`src/logic/csps_defs.svh`:
```
`ifndef CSPS_DEFS_SVH
`define CSPS_DEFS_SVH

// ----------------------------------------------------------------------------
// Timing
// ----------------------------------------------------------------------------
`define CSPS_CLK_MHZ          200
`define CSPS_OFF_TIME_MS      1000
`define CSPS_OFF_CYCLES       (`CSPS_OFF_TIME_MS * 1000 * `CSPS_CLK_MHZ)
`define CSPS_DEB_CYCLES       4
`define CSPS_CNT_W            32

// ----------------------------------------------------------------------------
// Socket power levels
// ----------------------------------------------------------------------------
`define CSPS_PWR_OFF_LEVEL    1'b1
`define CSPS_PWR_ON_LEVEL     1'b0

`endif

```
`src/logic/csps_pkg.sv`:
```
package csps_pkg;

    typedef enum logic [2:0] {
        CSPS_ST_RESET,
        CSPS_ST_IDLE,
        CSPS_ST_CYCLE_OFF,
        CSPS_ST_READY
    } csps_state_t;

    typedef struct packed {
        logic card_present;
        logic cycling;
        logic card_ready;
    } csps_status_t;

endpackage : csps_pkg

```
`src/logic/csps_detect.sv`:
```
`timescale 1ns/1ps
`include "csps_defs.svh"

// Qualifies the two card-detect inputs: present only when both are low
// for DEB_CYCLES consecutive clocks; absent at once if either goes high.
module csps_detect #(
    parameter int DEB_CYCLES = `CSPS_DEB_CYCLES
) (
    input  wire logic clk,
    input  wire logic rst,
    input  wire logic card_detect_a_n,
    input  wire logic card_detect_b_n,
    output logic      present
);

    localparam int CW = $clog2(DEB_CYCLES + 1);

    logic [CW-1:0] cnt_ff;
    logic [CW-1:0] nxt_cnt;
    logic          present_ff;
    logic          nxt_present;
    logic          both_low;

    always_comb begin
        both_low    = ~card_detect_a_n & ~card_detect_b_n;
        nxt_cnt     = cnt_ff;
        nxt_present = present_ff;
        if (!both_low) begin
            nxt_cnt     = '0;
            nxt_present = 1'b0;
        end else if (cnt_ff == CW'(DEB_CYCLES - 1)) begin
            nxt_present = 1'b1;
        end else begin
            nxt_cnt = cnt_ff + CW'(1);
        end
    end

    always_ff @(posedge clk) begin
        if (rst) begin
            cnt_ff     <= '0;
            present_ff <= 1'b0;
        end else begin
            cnt_ff     <= nxt_cnt;
            present_ff <= nxt_present;
        end
    end

    assign present = present_ff;

endmodule : csps_detect

```
`src/logic/csps_seq.sv`:
```
`timescale 1ns/1ps
`include "csps_defs.svh"

// Contract
// - The socket power output is active low: low powers the socket, high removes power.
// - After reset is released the sequencer turns socket power on.
// - A card counts as inserted only when both card-detect inputs are low together.
// - On a valid insertion power is removed for about one second and then re-applied.
// - Every removal and reinsertion while powered repeats the full power cycle.
// - The controller may identify device 0 and 1 and choose their transfer modes.
// - Hardware neither drives nor interprets the passed-diagnostic or device-active lines.
module csps_seq #(
    parameter int OFF_CYCLES = `CSPS_OFF_CYCLES,
    parameter int DEB_CYCLES = `CSPS_DEB_CYCLES
) (
    input  wire logic                  clk,
    input  wire logic                  rst,
    input  wire logic                  card_detect_a_n,
    input  wire logic                  card_detect_b_n,
    output logic                       socket_power_ctl_pin_n,
    output logic                       ide_mode_strap_n,
    output csps_pkg::csps_status_t     status
);

    // ------------------------------------------------------------------------
    // Card detection
    // ------------------------------------------------------------------------
    logic present;

    csps_detect #(
        .DEB_CYCLES (DEB_CYCLES)
    ) csps_detect_inst (
        .clk             (clk),
        .rst             (rst),
        .card_detect_a_n (card_detect_a_n),
        .card_detect_b_n (card_detect_b_n),
        .present         (present)
    );

    // ------------------------------------------------------------------------
    // Sequencer
    // ------------------------------------------------------------------------
    localparam int CW = `CSPS_CNT_W;

    csps_pkg::csps_state_t  state_ff;
    csps_pkg::csps_state_t  nxt_state;
    logic [CW-1:0]          cnt_ff;
    logic [CW-1:0]          nxt_cnt;
    logic                   pwr_n_ff;
    logic                   nxt_pwr_n;
    csps_pkg::csps_status_t status_ff;
    csps_pkg::csps_status_t nxt_status;

    always_comb begin
        nxt_state = state_ff;
        nxt_cnt   = cnt_ff;
        nxt_pwr_n = pwr_n_ff;
        case (state_ff)
            csps_pkg::CSPS_ST_RESET: begin
                nxt_pwr_n = `CSPS_PWR_ON_LEVEL;
                nxt_state = csps_pkg::CSPS_ST_IDLE;
            end
            csps_pkg::CSPS_ST_IDLE: begin
                nxt_pwr_n = `CSPS_PWR_ON_LEVEL;
                if (present) begin
                    nxt_pwr_n = `CSPS_PWR_OFF_LEVEL;
                    nxt_cnt   = '0;
                    nxt_state = csps_pkg::CSPS_ST_CYCLE_OFF;
                end
            end
            csps_pkg::CSPS_ST_CYCLE_OFF: begin
                nxt_pwr_n = `CSPS_PWR_OFF_LEVEL;
                if (!present) begin
                    nxt_pwr_n = `CSPS_PWR_ON_LEVEL;
                    nxt_state = csps_pkg::CSPS_ST_IDLE;
                end else if (cnt_ff == CW'(OFF_CYCLES - 1)) begin
                    nxt_pwr_n = `CSPS_PWR_ON_LEVEL;
                    nxt_state = csps_pkg::CSPS_ST_READY;
                end else begin
                    nxt_cnt = cnt_ff + CW'(1);
                end
            end
            csps_pkg::CSPS_ST_READY: begin
                nxt_pwr_n = `CSPS_PWR_ON_LEVEL;
                if (!present) begin
                    nxt_state = csps_pkg::CSPS_ST_IDLE;
                end
            end
            default: begin
                nxt_pwr_n = `CSPS_PWR_OFF_LEVEL;
                nxt_state = csps_pkg::CSPS_ST_RESET;
            end
        endcase
        nxt_status.card_present = present;
        nxt_status.cycling      = (nxt_state == csps_pkg::CSPS_ST_CYCLE_OFF);
        nxt_status.card_ready   = (nxt_state == csps_pkg::CSPS_ST_READY);
    end

    always_ff @(posedge clk) begin
        if (rst) begin
            state_ff  <= csps_pkg::CSPS_ST_RESET;
            cnt_ff    <= '0;
            pwr_n_ff  <= `CSPS_PWR_OFF_LEVEL;
            status_ff <= '0;
        end else begin
            state_ff  <= nxt_state;
            cnt_ff    <= nxt_cnt;
            pwr_n_ff  <= nxt_pwr_n;
            status_ff <= nxt_status;
        end
    end

    // ------------------------------------------------------------------------
    // Outputs
    // ------------------------------------------------------------------------
    // Strap is held asserted so the card latches direct-disk mode on power-up
    logic strap_n_ff;

    always_ff @(posedge clk) begin
        strap_n_ff <= 1'b0;
    end

    assign socket_power_ctl_pin_n = pwr_n_ff;
    assign ide_mode_strap_n       = strap_n_ff;
    assign status                 = status_ff;

    // Passed-diagnostic and device-active lines have no port here
    // Identify and transfer-mode choice stay with firmware once card_ready is up

endmodule : csps_seq

```
`config.mk`:
```
export PLATFORM = sky130hd
export DESIGN_NAME = csps_seq
export DESIGN_NICKNAME = d
export VERILOG_FILES = /design/src/logic/csps_pkg.sv /design/src/logic/csps_detect.sv /design/src/logic/csps_seq.sv
export VERILOG_INCLUDE_DIRS = /design/src /design/src/logic
export SDC_FILE = /design/constraint.sdc
export NUM_CORES = 1
export LEC_CHECK = 0
export ABC_AREA = 0
export BUFFER_PORTS_ARGS = -buffer_cell sky130_fd_sc_hd__buf_2
export CORE_MARGIN = 3
export CORE_UTILIZATION = 65
export DETAILED_ROUTE_END_ITERATION = 8
export PLACE_DENSITY = 0.84
export SYNTH_ARGS = -nofsm -noshare
export SYNTH_HDL_FRONTEND = slang
export SYNTH_HIERARCHICAL = 1
export SYNTH_SLANG_ARGS = --single-unit
```
`constraint.sdc`:
```
create_clock -name clk -period 3.4 [get_ports clk]
set_input_delay 0.68 -clock clk [delete_from_list [all_inputs] [get_ports clk]]
set_output_delay 0.68 -clock clk [all_outputs]
set_load 0.05 [all_outputs]
```
# Word-level counts from Yosys, hierarchy flattened
# Index checks and enable logic that the tools add are counted.
totals:
  register_bits: 43
  input_bits: 4
  out_inout_bits: 5
  wordCells: 42
op_classes:
  n_addsub: 2
  eq_ne: 10
  n_mux: 13
  bitwise: 4
  reduce_logical: 5
op_table:
  columns: ["operator", "count"]
  rows:
  - ["$mux 32", 3]
  - ["$pmux 32 s2", 1]
  - ["$add 32x1->32 const B", 1]
  - ["$eq 32x28->1 const B", 1]
  - ["$eq 3x2->1 const B", 5]
  - ["$mux 3", 4]
  - ["$pmux 3 s4", 1]
  - ["$ne 2x1->1 const B", 2]
  - ["$reduce_and 4->1", 1]
  - ["$reduce_or 2->1", 2]
  - ["$add 3x1->3 const B", 1]
  - ["$eq 3x1->1 const B", 1]
  - ["$logic_not 3->1", 1]
  - ["$mux 1", 3]
  - ["$not 1->1", 3]
  - ["$pmux 1 s3", 1]
  - ["$ne 2x2->1 const B", 1]
  - ["$reduce_bool 2->1", 1]
  - ["$and 1x1->1", 1]

# Depth between registers and ports, before layout
# Gate-level depths: netlist (run 1).
logic_depth:
  depth_word: 5
  mapped_depth: 7
  mapped_depth_nobuf: 6

# Hierarchy
# Netlist (run 1), hierarchy kept.
modules_own_cells:
  columns: ["module", "instances", "cells_each", "area_each_um2", "seq_area_each_um2"]
  rows:
  - ["csps_seq", 1, 237, 2000.7, 780.7]
  - ["csps_detect", 1, 16, 172.7, 80.1]

# Worst setup path before layout (run 1)
# Ideal clock, no wire load.
synth_path:
  path_type: "register -> register"
  from: "register, netlist name cnt_ff[0]"
  to: "register status_ff, in the netlist status[1]"
  arrival_time_ns: 1.873
  t_required_ns: 3.285
  path_slack_ns: 1.413
  stages_incl_launch_ff: 8
  path_cell_list: "dfxtp_1 ha_1 nor4bb_1 nand3_1 nor3_1 clkbuf_1 nor2b_1 o21a_1"
synth_rtl:
  columns: ["item", "line", "source"]
  rows:
  - ["end signal: assignment", "csps_seq.sv:109", "status_ff <= nxt_status;"]
  - ["end: declaration", "csps_seq.sv:51", "csps_pkg::csps_status_t status_ff;"]

==> impl_metrics.csv, run 1 <==
group,metric,value,unit
layout,layout-drive-gt1-share,11.9,%
critical_path,crit_arrival,2450,ps
critical_path,crit_start,"state_ff[1]$_SDFF_PP0_",
yosys,ys_ff_latch,43,
critical_path,critPathLaunchType,"flop",
grt,grt_pass1_wl,8290,µm
timing,finalHoldViolCount,0,
clock_tree,clock-root-buffer,"clkbuf_4",
clock_tree,cts_sinks,43,
yosys,ys.flop_type,"dfxtp_1",
die,dieArea,0.00407,mm²
clock_tree,cts-buffers-inserted,5,
layout,design_area,0.00231,mm²
yosys,synth_top_area_share,39.6,%
yosys,synthDistinctLibCells,47,
critical_path,slowest_stage,"or4_1",
critical_path,crit_buf_inv,0,
critical_path,r2r_end,"cnt_ff[22]$_SDFFE_PP0P_",
layout,final_core_util,73.8,%
critical_path,r2r-start,"state_ff[1]$_SDFF_PP0_",
timing,setup_tns,0,ps
critical_path,cp_cell_sequence,"xor2_1, nand4_2, or4_1, or3_1, a21oi_1",
route,via_per_inst,6.56,
clock_tree,ctsHtreeMaxLevel,2,
die,die_w,63.8,µm
pwr,powerDensity,378,mW/mm²
grt,antenna_found_initial,0,
run_status,status,"complete, no violations",
critical_path,endpoint,"cnt_ff[22]$_SDFFE_PP0P_",
clock_tree,cts_resized,0,
die,coreArea,0.00313,mm²
pwr,ir_drop,0.000320,V
layout,antenna_cells,0,
place,post-dp-hpwl,3200,µm
run,cap_violations,0,
clock_tree,holdBufCountCts,0,
yosys,synth-edff-count,0,
clock_tree,post_cts_buffers,0,
min_path,hp-class,"flop to flop",
route,final_antenna_net_count,0,
route,drt_iter0_markers,194,
yosys,syn_area,0.00217,mm²
grt,grt_max_degree,31,
timing,fin_skew,4.83,ps
timing,timing.fmax,463,MHz
route,first_pass_iters,4,
critical_path,critPathMaxFanout,9,
place,io_buffers,7,
critical_path,critPathTopFamily,"simple AND/OR/NAND/NOR gates",
critical_path,cp.required,3690,ps
pwr,p_leak,0.729,nW
clock_tree,cts_buffer_depth,2,
critical_path,reg2reg_depth,5,
layout,syn2layout_area_growth,6.22,%
clock_tree,cts_tree,"yes",
clock_tree,clkLatencyLatePin,360,ps
route,drc,0,
timing,period_share,63.5,%
timing,rsz0062_at_grt,"no",
timing,whs,485,ps
place,place_ws,1290,ps
grt,grt_usage,25.5,%
timing,slew_headroom,36.4,%
clock_tree,clk_pin_slew_worst_paths,120,ps
yosys,post-synth-top-area-cell,"dfxtp_1",
route,wire_per_inst,15.5,µm
route,wl,4720,µm
critical_path,ff2ff_setup_slack,1240,ps
grt,grt.overflow.total,0,
grt,grt_pass1_vias,1876,
yosys,async_flop_share,0,%
timing,setup_violations,0,
critical_path,crit_type,"flop to flop",
die,initial_utilization,69.5,%
timing,slew_viol_final,0,
timing,tightest_slew,954,ps
yosys,synthTopCellsByArea,"dfxtp_1 (40%), a21oi_1 (6.4%), or4_1 (4.5%)",
timing,fin_crit,2160,ps
critical_path,crit_path_max_incr_delay,600,ps
yosys,ys_seq_area_share,39.6,%
die,fp.dieH,63.8,µm
timing,layout_setup_ws,1240,ps
place,dpl_cell_area,0.00222,mm²
place,gp_congestion,0.941,
route,vias,1994,
critical_path,end_kind,"flop",
layout,layout.nets,266,
die,rows,20,
yosys,yosys_warnings,6,
yosys,syn_avg_cell_area,8.59,µm²
die,io_pins,9,
critical_path,crit_cells,5,
yosys,syn_inst,253,
min_path,worstHoldStart,"cnt_ff[4]$_SDFFE_PP0P_",
==> layer usage <==
| metal | routed length, µm | track usage [%] |
|---|---|---|
| met1 | 2120 | 31.6 |
| met2 | 2200 | 41.2 |
| met3 | 297 | 5.45 |
| met4 | 106 | 13.5 |
| met5 | 0 | 0 |
==> area by class of cell <==
class,instances,area (µm²)
sequential,43,861
inverter,2,7.51
fill,247,820
clock buffer,6,51.3
multi-input combinational,197,1240
tap,44,55.1
clock inverter,2,35.0
timing repair buffer,10,57.6
==> kinds of logic after synthesis <==
logic type / count (synthesis) / share of synthesized area (%)
xor gates and xnor gates: 5 / 2.02
and+or+nand+nor: 123 / 35.2
other: 1 / 0.173
adders and majority gates: 3 / 1.73
AOI/OAI and AO/OA: 61 / 16.5
buffers and inverters: 14 / 3.45
muxes: 3 / 1.38
DFF: 43 / 39.6
==> synthesized netlist by cell type, types with 2 or more instances <==
cell type / count
a21oi_1: 28
and3_1: 3
and3_2: 2
and4_1: 3
and4_4: 3
buf_2: 3
clkbuf_1: 4
clkbuf_2: 2
dfxtp_1: 43
ha_1: 3
inv_1: 2
mux2i_1: 3
nand2_1: 15
nand2b_1: 4
nand3_1: 15
nand4_1: 11
nor2_1: 10
nor2b_1: 6
nor3_1: 4
nor4_1: 6
nor4b_1: 3
o21a_1: 2
o21ai_0: 14
o31ai_1: 12
or3_1: 14
or3_2: 2
or4_1: 13
xnor2_1: 3
xor2_1: 2
==> sequential cells by signal (all words and copies together) (netlist names) <==
signal,count
csps_detect_inst/cnt_ff,3
csps_detect_inst/present,1
cnt_ff,32
socket_power_ctl_pin_n,1
status,3
state_ff,3
==> layout by cell type, fill, tap and decap left out, types with 4 or more instances in the layout <==
cell type,netlist,layout
a21oi_1,28,28
buf_2,3,7
clkbuf_4,0,5
dfxtp_1,43,43
nand2_1,15,15
nand2b_1,4,4
nand3_1,15,15
nand4_1,11,11
nor2_1,10,10
nor2b_1,6,6
nor3_1,4,4
nor4_1,6,6
o21ai_0,14,14
o31ai_1,12,12
or3_1,14,14
or4_1,13,13
==> worst min-delay path by stage <==
| stage | cells past startpoint | to | slack, ps |
|---|---|---|---|
| 2_1_floorplan | 1 | state_ff[0]$_SDFF_PP0_ | 430 |
| 5_1_grt | 2 | cnt_ff[4]$_SDFFE_PP0P_ | 520 |
| 3_3_place_gp | 2 | cnt_ff[23]$_SDFFE_PP0P_ | 470 |
| 6_report | 2 | cnt_ff[4]$_SDFFE_PP0P_ | 490 |
| 3_5_place_dp | 2 | cnt_ff[4]$_SDFFE_PP0P_ | 470 |
| 4_1_cts | 2 | cnt_ff[4]$_SDFFE_PP0P_ | 490 |
==> power by group <==
group / switching (mW) / leakage (nW) / internal, mW / total (mW)
registers: 0.00234 / 0.347 / 0.506 / 0.509
clock network: 0.169 / 0.0482 / 0.174 / 0.343
logic: 0.0160 / 0.334 / 0.00557 / 0.0215
total: 0.188 / 0.729 / 0.686 / 0.873
==> metrics by stage <==
step | power, mW | std cells
global route | 0.898 | 304
finish | 0.873 | 304
CTS | 0.878 | 304
global placement | 0.541 | 296
floorplan | 0.537 | 254
detailed placement | 0.541 | 296
==> tightest hold or removal path, cell delays in order, from the launching register on <==
cell and delay (ps):
dfxtp_1 340, o31ai_1 60, a21oi_1 50
Power figures use the tool's default switching activity.
==> run 2: changes to the inputs <==
CORE_UTILIZATION = 60   (was 65)
PLACE_DENSITY = 0.79   (was 0.84)
clock period = 2 ns   (was 3.4 ns; I/O delays follow)
==> run 2 against run 1 <==
Net effect: register-to-register slack got worse by 1100 ps; critical path type unchanged; clock skew rose by 6.0 ps; highest routed layer unchanged; largest cell class unchanged; sequential cell count did not move.
==> impl_metrics.csv, run 2 (synthesis results as in run 1) <==
group,metric,value,unit
run_status,status,"complete, no violations",
clock_tree,clk_pin_slew_worst_paths,130,ps
pwr,p_leak,0.872,nW
layout,layout.nets,296,
min_path,hp-class,"input pin to flop",
pwr,ir_drop,0.000458,V
layout,largest_reg_flops,32,
critical_path,crit_buf_inv,0,
layout,final_cell_mix,"dfxtp_1 (39), buf_4 (32), a21oi_1 (28)",
critical_path,crit_path_max_incr_delay,510,ps
pwr,p_sw,0.325,mW
route,via_per_inst,6.33,
clock_tree,cts_buffer_depth,2,
critical_path,slowest_stage,"or4_1",
route,drt_iter0_markers,152,
critical_path,crit_type,"flop to flop",
run,cap_violations,0,
critical_path,critPathTopFamily,"simple AND/OR/NAND/NOR gates",
pwr,p_sw_share,24.3,%
die,fp.dieH,66.2,µm
clock_tree,clock-root-buffer,"clkbuf_4",
layout,antenna_cells,0,
die,coreArea,0.00342,mm²
route,wl,5180,µm
route,wl_met3,305,µm
route,final_antenna_net_count,0,
timing,slew_viol_final,0,
grt,antenna_found_initial,0,
pwr,powerDensity,521,mW/mm²
clock_tree,clkLatencyLatePin,360,ps
pwr,pwr-share-seq,64.8,%
critical_path,cp.required,2290,ps
layout,syn2layout_area_growth,17.9,%
clock_tree,ctsHtreeMaxLevel,2,
route,dr_wl_met2,2630,µm
grt,grt.overflow.total,0,
layout,final_common_cell,"dfxtp_1",
clock_tree,cts_tree,"yes",
place,place_ws,29.2,ps
grt,grt_pass1_wl,8520,µm
grt,grt_usage,24.6,%
pwr,intPower,1.01,mW
timing,setup_violations,0,
layout,fillCellCount,256,
place,post-dp-hpwl,3700,µm
critical_path,crit_arrival,2190,ps
critical_path,cp_cell_sequence,"and4_4, nand3_1, or3_4, or4_1, a21oi_1",
critical_path,end_kind,"flop",
timing,fin_crit,1900,ps
die,initial_utilization,63.6,%
timing,layout_setup_ws,97.8,ps
grt,grt_pass1_vias,1975,
timing,fin_skew,10.8,ps
die,io_pins,9,
timing,finalHoldViolCount,0,
timing,setup_tns,0,ps
die,die_w,66.2,µm
place,io_buffers,7,
layout,layout-drive-gt1-share,25.5,%
critical_path,critPathLaunchType,"flop",
route,wl_met1,2200,µm
clock_tree,cts_sinks,43,
clock_tree,holdBufCountCts,0,
route,drc,0,
route,first_pass_iters,4,
critical_path,critPathMaxFanout,10,
timing,timing.fmax,526,MHz
place,gp_congestion,0.849,
route,vias,2126,
clock_tree,post_cts_buffers,0,
pwr,pwr-share-comb,3.2,%
pwr,pwr-share-clk,32.0,%
route,wire_per_inst,15.4,µm
grt,grt_max_degree,16,
layout,top_register,"cnt_ff",
clock_tree,cts-buffers-inserted,5,
route,top_layer_used,"met4",
timing,period_share,95.1,%
die,rows,21,
die,dieArea,0.00438,mm²
run 2: layout make-up:
class	count	area, µm²	area share [%]
clock buffer	6	41.3	1.61
clock inverter	2	12.5	0.488
inverter	2	7.51	0.293
multi-input combinational	197	1300	50.6
sequential	43	866	33.8
tap	46	57.6	2.25
timing repair buffer	40	280	10.9
run 2: repair_timing:
item	4_1_cts	5_1_grt
gates cloned	0	1
setup endpoints to repair	1	30
hold endpoints to repair	0	0
pin swaps	0	2
gates resized for setup	1	15
run 2: routing by layer:
layer / track usage [%] / up-vias
li1: - / 1042
met1: 30.6 / 1009
met2: 42.8 / 67
met3: 4.76 / 8
met4: 7.36 / 0
met5: 0 / -
run 2: per-stage QoR:
step           instances  util, %  cell area [µm²]  hold slack, ps  power, mW
5_1_grt              336     75.0             2560             308       1.38
6_report             336     75.0             2560             305       1.34
4_1_cts              335     73.3             2500             306       1.34
3_5_place_dp         327     71.5             2440             475      0.925
3_3_place_gp         327     71.5             2440             463      0.924
2_1_floorplan        254        -             2180             435      0.913
run 2: power groups by stage:
stage	registers, mW	clock network, mW	logic [mW]
floorplan	0.887	0	0.0258
global placement	0.883	0	0.0409
detailed placement	0.884	0	0.0415
CTS	0.865	0.434	0.0420
global route	0.866	0.472	0.0466
finish	0.865	0.427	0.0428
run 2: worst register-to-register path: stages (launching register included):
cell and delay (ps):
dfxtp_1 390, and4_4 240, nand3_1 100, or3_4 430, or4_1 510, a21oi_1 170
run 2: path summary, 6_finish.rpt:
path / startpoint / end / slack [ps] / depth (start not counted)
worst min-delay path: rst / status[2]$_SDFF_PP0_ / 300 / 2
worst min register to register: cnt_ff[23]$_SDFFE_PP0P_ / cnt_ff[23]$_SDFFE_PP0P_ / 490 / 2
worst max-delay path: cnt_ff[17]$_SDFFE_PP0P_ / cnt_ff[31]$_SDFFE_PP0P_ / 100 / 5
worst max register to register: cnt_ff[17]$_SDFFE_PP0P_ / cnt_ff[31]$_SDFFE_PP0P_ / 100 / 5
==> run 3: changes to the inputs <==
GPL_ROUTABILITY_DRIVEN = 0   (was unset)
PLACE_DENSITY = 0.78   (was 0.79)
==> run 3 against run 2 <==
Net effect: via count is 1.6% lower; utilization is 0.29 points higher; sequential cell count stayed put; combinational power is 5.6% higher; clock skew is 2.4 ps higher; die area stayed put; final area is 0.39% higher; register-to-register slack worse by 50 ps; largest cell class unchanged; highest routed layer unchanged.
==> impl_metrics.csv, run 3 (synthesis results as in run 1) <==
group,metric,value,unit
run_status,status,"complete, no violations",
grt,grt_usage,24.0,%
timing,period_share,97.6,%
run,cap_violations,0,
critical_path,r2r-start,"cnt_ff[6]$_SDFFE_PP0P_",
critical_path,cp_cell_sequence,"and4_4, nand3_2, or3_4, or4_1, a21oi_1",
layout,largest_reg_flops,32,
route,drt_iter0_markers,200,
route,via_per_inst,6.30,
timing,fin_crit,1950,ps
route,final_antenna_net_count,0,
timing,setup_tns,0,ps
critical_path,ff2ff_setup_slack,50,ps
critical_path,slowest_stage,"or4_1",
place,post-dp-hpwl,3500,µm
route,first_pass_iters,5,
layout,layout.nets,292,
critical_path,crit_type,"flop to flop",
pwr,powerDensity,542,mW/mm²
clock_tree,cts_buffer_depth,2,
layout,fillCellCount,250,
timing,layout_setup_ws,47.9,ps
pwr,ir_drop,0.000389,V
route,vias,2091,
critical_path,crit_start,"cnt_ff[6]$_SDFFE_PP0P_",
clock_tree,clk_pin_slew_worst_paths,130,ps
critical_path,r2r_end,"cnt_ff[31]$_SDFFE_PP0P_",
timing,tightest_slew,541,ps
clock_tree,clkLatencyLatePin,360,ps
pwr,p_sw,0.311,mW
pwr,power.total,1.39,mW
timing,slew_headroom,63.6,%
pwr,pwr-share-seq,62.1,%
pwr,pwr-share-clk,34.7,%
timing,fin_skew,13.2,ps
timing,slew_viol_final,0,
grt,grt_max_degree,23,
timing,whs,310,ps
pwr,p_leak,0.866,nW
place,io_buffers,7,
timing,setup_violations,0,
layout,top_register,"cnt_ff",
die,io_pins,9,
min_path,hold_depth,2,
clock_tree,clock-root-buffer,"clkbuf_4",
layout,final_cell_mix,"dfxtp_1 (42), a21oi_1 (28), buf_4 (26)",
critical_path,cp.required,2300,ps
layout,multi_input_area,0.00131,mm²
min_path,min_to,"status[2]$_SDFF_PP0_",
grt,grt_pass1_wl,8130,µm
die,die_w,66.2,µm
layout,syn2layout_area_growth,18.4,%
grt,grt.overflow.total,0,
route,wl,5180,µm
route,drc,0,
grt,grt_pass1_vias,1806,
pwr,p_sw_share,22.3,%
timing,rsz0062_at_grt,"yes",
critical_path,critPathTopFamily,"simple AND/OR/NAND/NOR gates",
min_path,hp-class,"input pin to flop",
critical_path,critPathLaunchType,"flop",
timing,timing.fmax,512,MHz
critical_path,critPathMaxFanout,10,
die,initial_utilization,63.6,%
clock_tree,cts_sinks,43,
die,coreArea,0.00342,mm²
critical_path,crit_cells,5,
layout,antenna_cells,0,
critical_path,reg2reg_depth,5,
place,place_ws,-58.5,ps
layout,final_common_cell,"dfxtp_1",
critical_path,end_kind,"flop",
die,fp.dieH,66.2,µm
layout,final_core_util,75.3,%
die,rows,21,
critical_path,crit_arrival,2260,ps
clock_tree,ctsHtreeMaxLevel,2,
min_path,worstHoldStart,"rst",
clock_tree,cts_tree,"yes",
die,dieArea,0.00438,mm²
clock_tree,post_cts_buffers,0,
clock_tree,holdBufCountCts,0,
clock_tree,cts-buffers-inserted,5,
critical_path,crit_buf_inv,0,
route,wire_per_inst,15.6,µm
critical_path,crit_path_max_incr_delay,510,ps
layout,seq_area,862,µm²
grt,antenna_found_initial,0,
pwr,intPower,1.08,mW
timing,finalHoldViolCount,0,
pwr,pwr-share-comb,3.2,%
layout,layout-drive-gt1-share,23.1,%
==> run 3: changes by cell type in the layout (fill, tap and decap cells not counted), sizes merged <==
cell | previous run | this run
clkinv | 1 | 0
clkinvlp | 1 | 0
buf | 40 | 35
clkbuf | 6 | 9
==> run 3: worst max-delay path by stage <==
stage	endpoint
6_report	cnt_ff[31]$_SDFFE_PP0P_
5_1_grt	cnt_ff[12]$_SDFFE_PP0P_
4_1_cts	cnt_ff[31]$_SDFFE_PP0P_
3_5_place_dp	cnt_ff[14]$_SDFFE_PP0P_
3_3_place_gp	cnt_ff[16]$_SDFFE_PP0P_
2_1_floorplan	status[1]$_SDFF_PP0_
==> run 3: routing by layer <==
layer / part of all wire, % / track usage, % / routed length (µm) / vias to the layer above
met2: 48 / 38.5 / 2490 / 70
met5: 0 / 0 / 0 / -
met1: 44 / 31.0 / 2270 / 969
met4: 2.5 / 11.4 / 127 / 0
li1: - / - / - / 1033
met3: 5.6 / 4.42 / 292 / 19
==> run 3: metrics by stage <==
step / cell area (µm²) / cells
floorplan: 2180 / 254
global placement: 2420 / 322
detailed placement: 2420 / 322
CTS: 2490 / 330
global route: 2570 / 332
finish: 2570 / 332
==> run 3: layout make-up <==
type                            count  share of cell area (%)
Tap cell                           46                    2.24
Timing Repair Buffer               36                    10.2
Sequential cell                    43                    33.5
Inverter                            2                   0.292
Multi-Input combinational cell    197                    51.1
Clock buffer                        8                    2.68
==> run 3: power groups by stage <==
stage | Combinational [mW] | Clock (mW) | Sequential, mW
detailed placement | 0.0434 | 0 | 0.884
global route | 0.0495 | 0.524 | 0.866
CTS | 0.0438 | 0.489 | 0.864
global placement | 0.0426 | 0 | 0.884
floorplan | 0.0258 | 0 | 0.887
finish | 0.0452 | 0.484 | 0.865
==> run 3: timing repair <==
action	CTS	global route
resized for setup	2	15
endpoints found under the hold margin	0	0
cloned	0	2
pin swaps	0	1
endpoints found under the setup margin	7	30
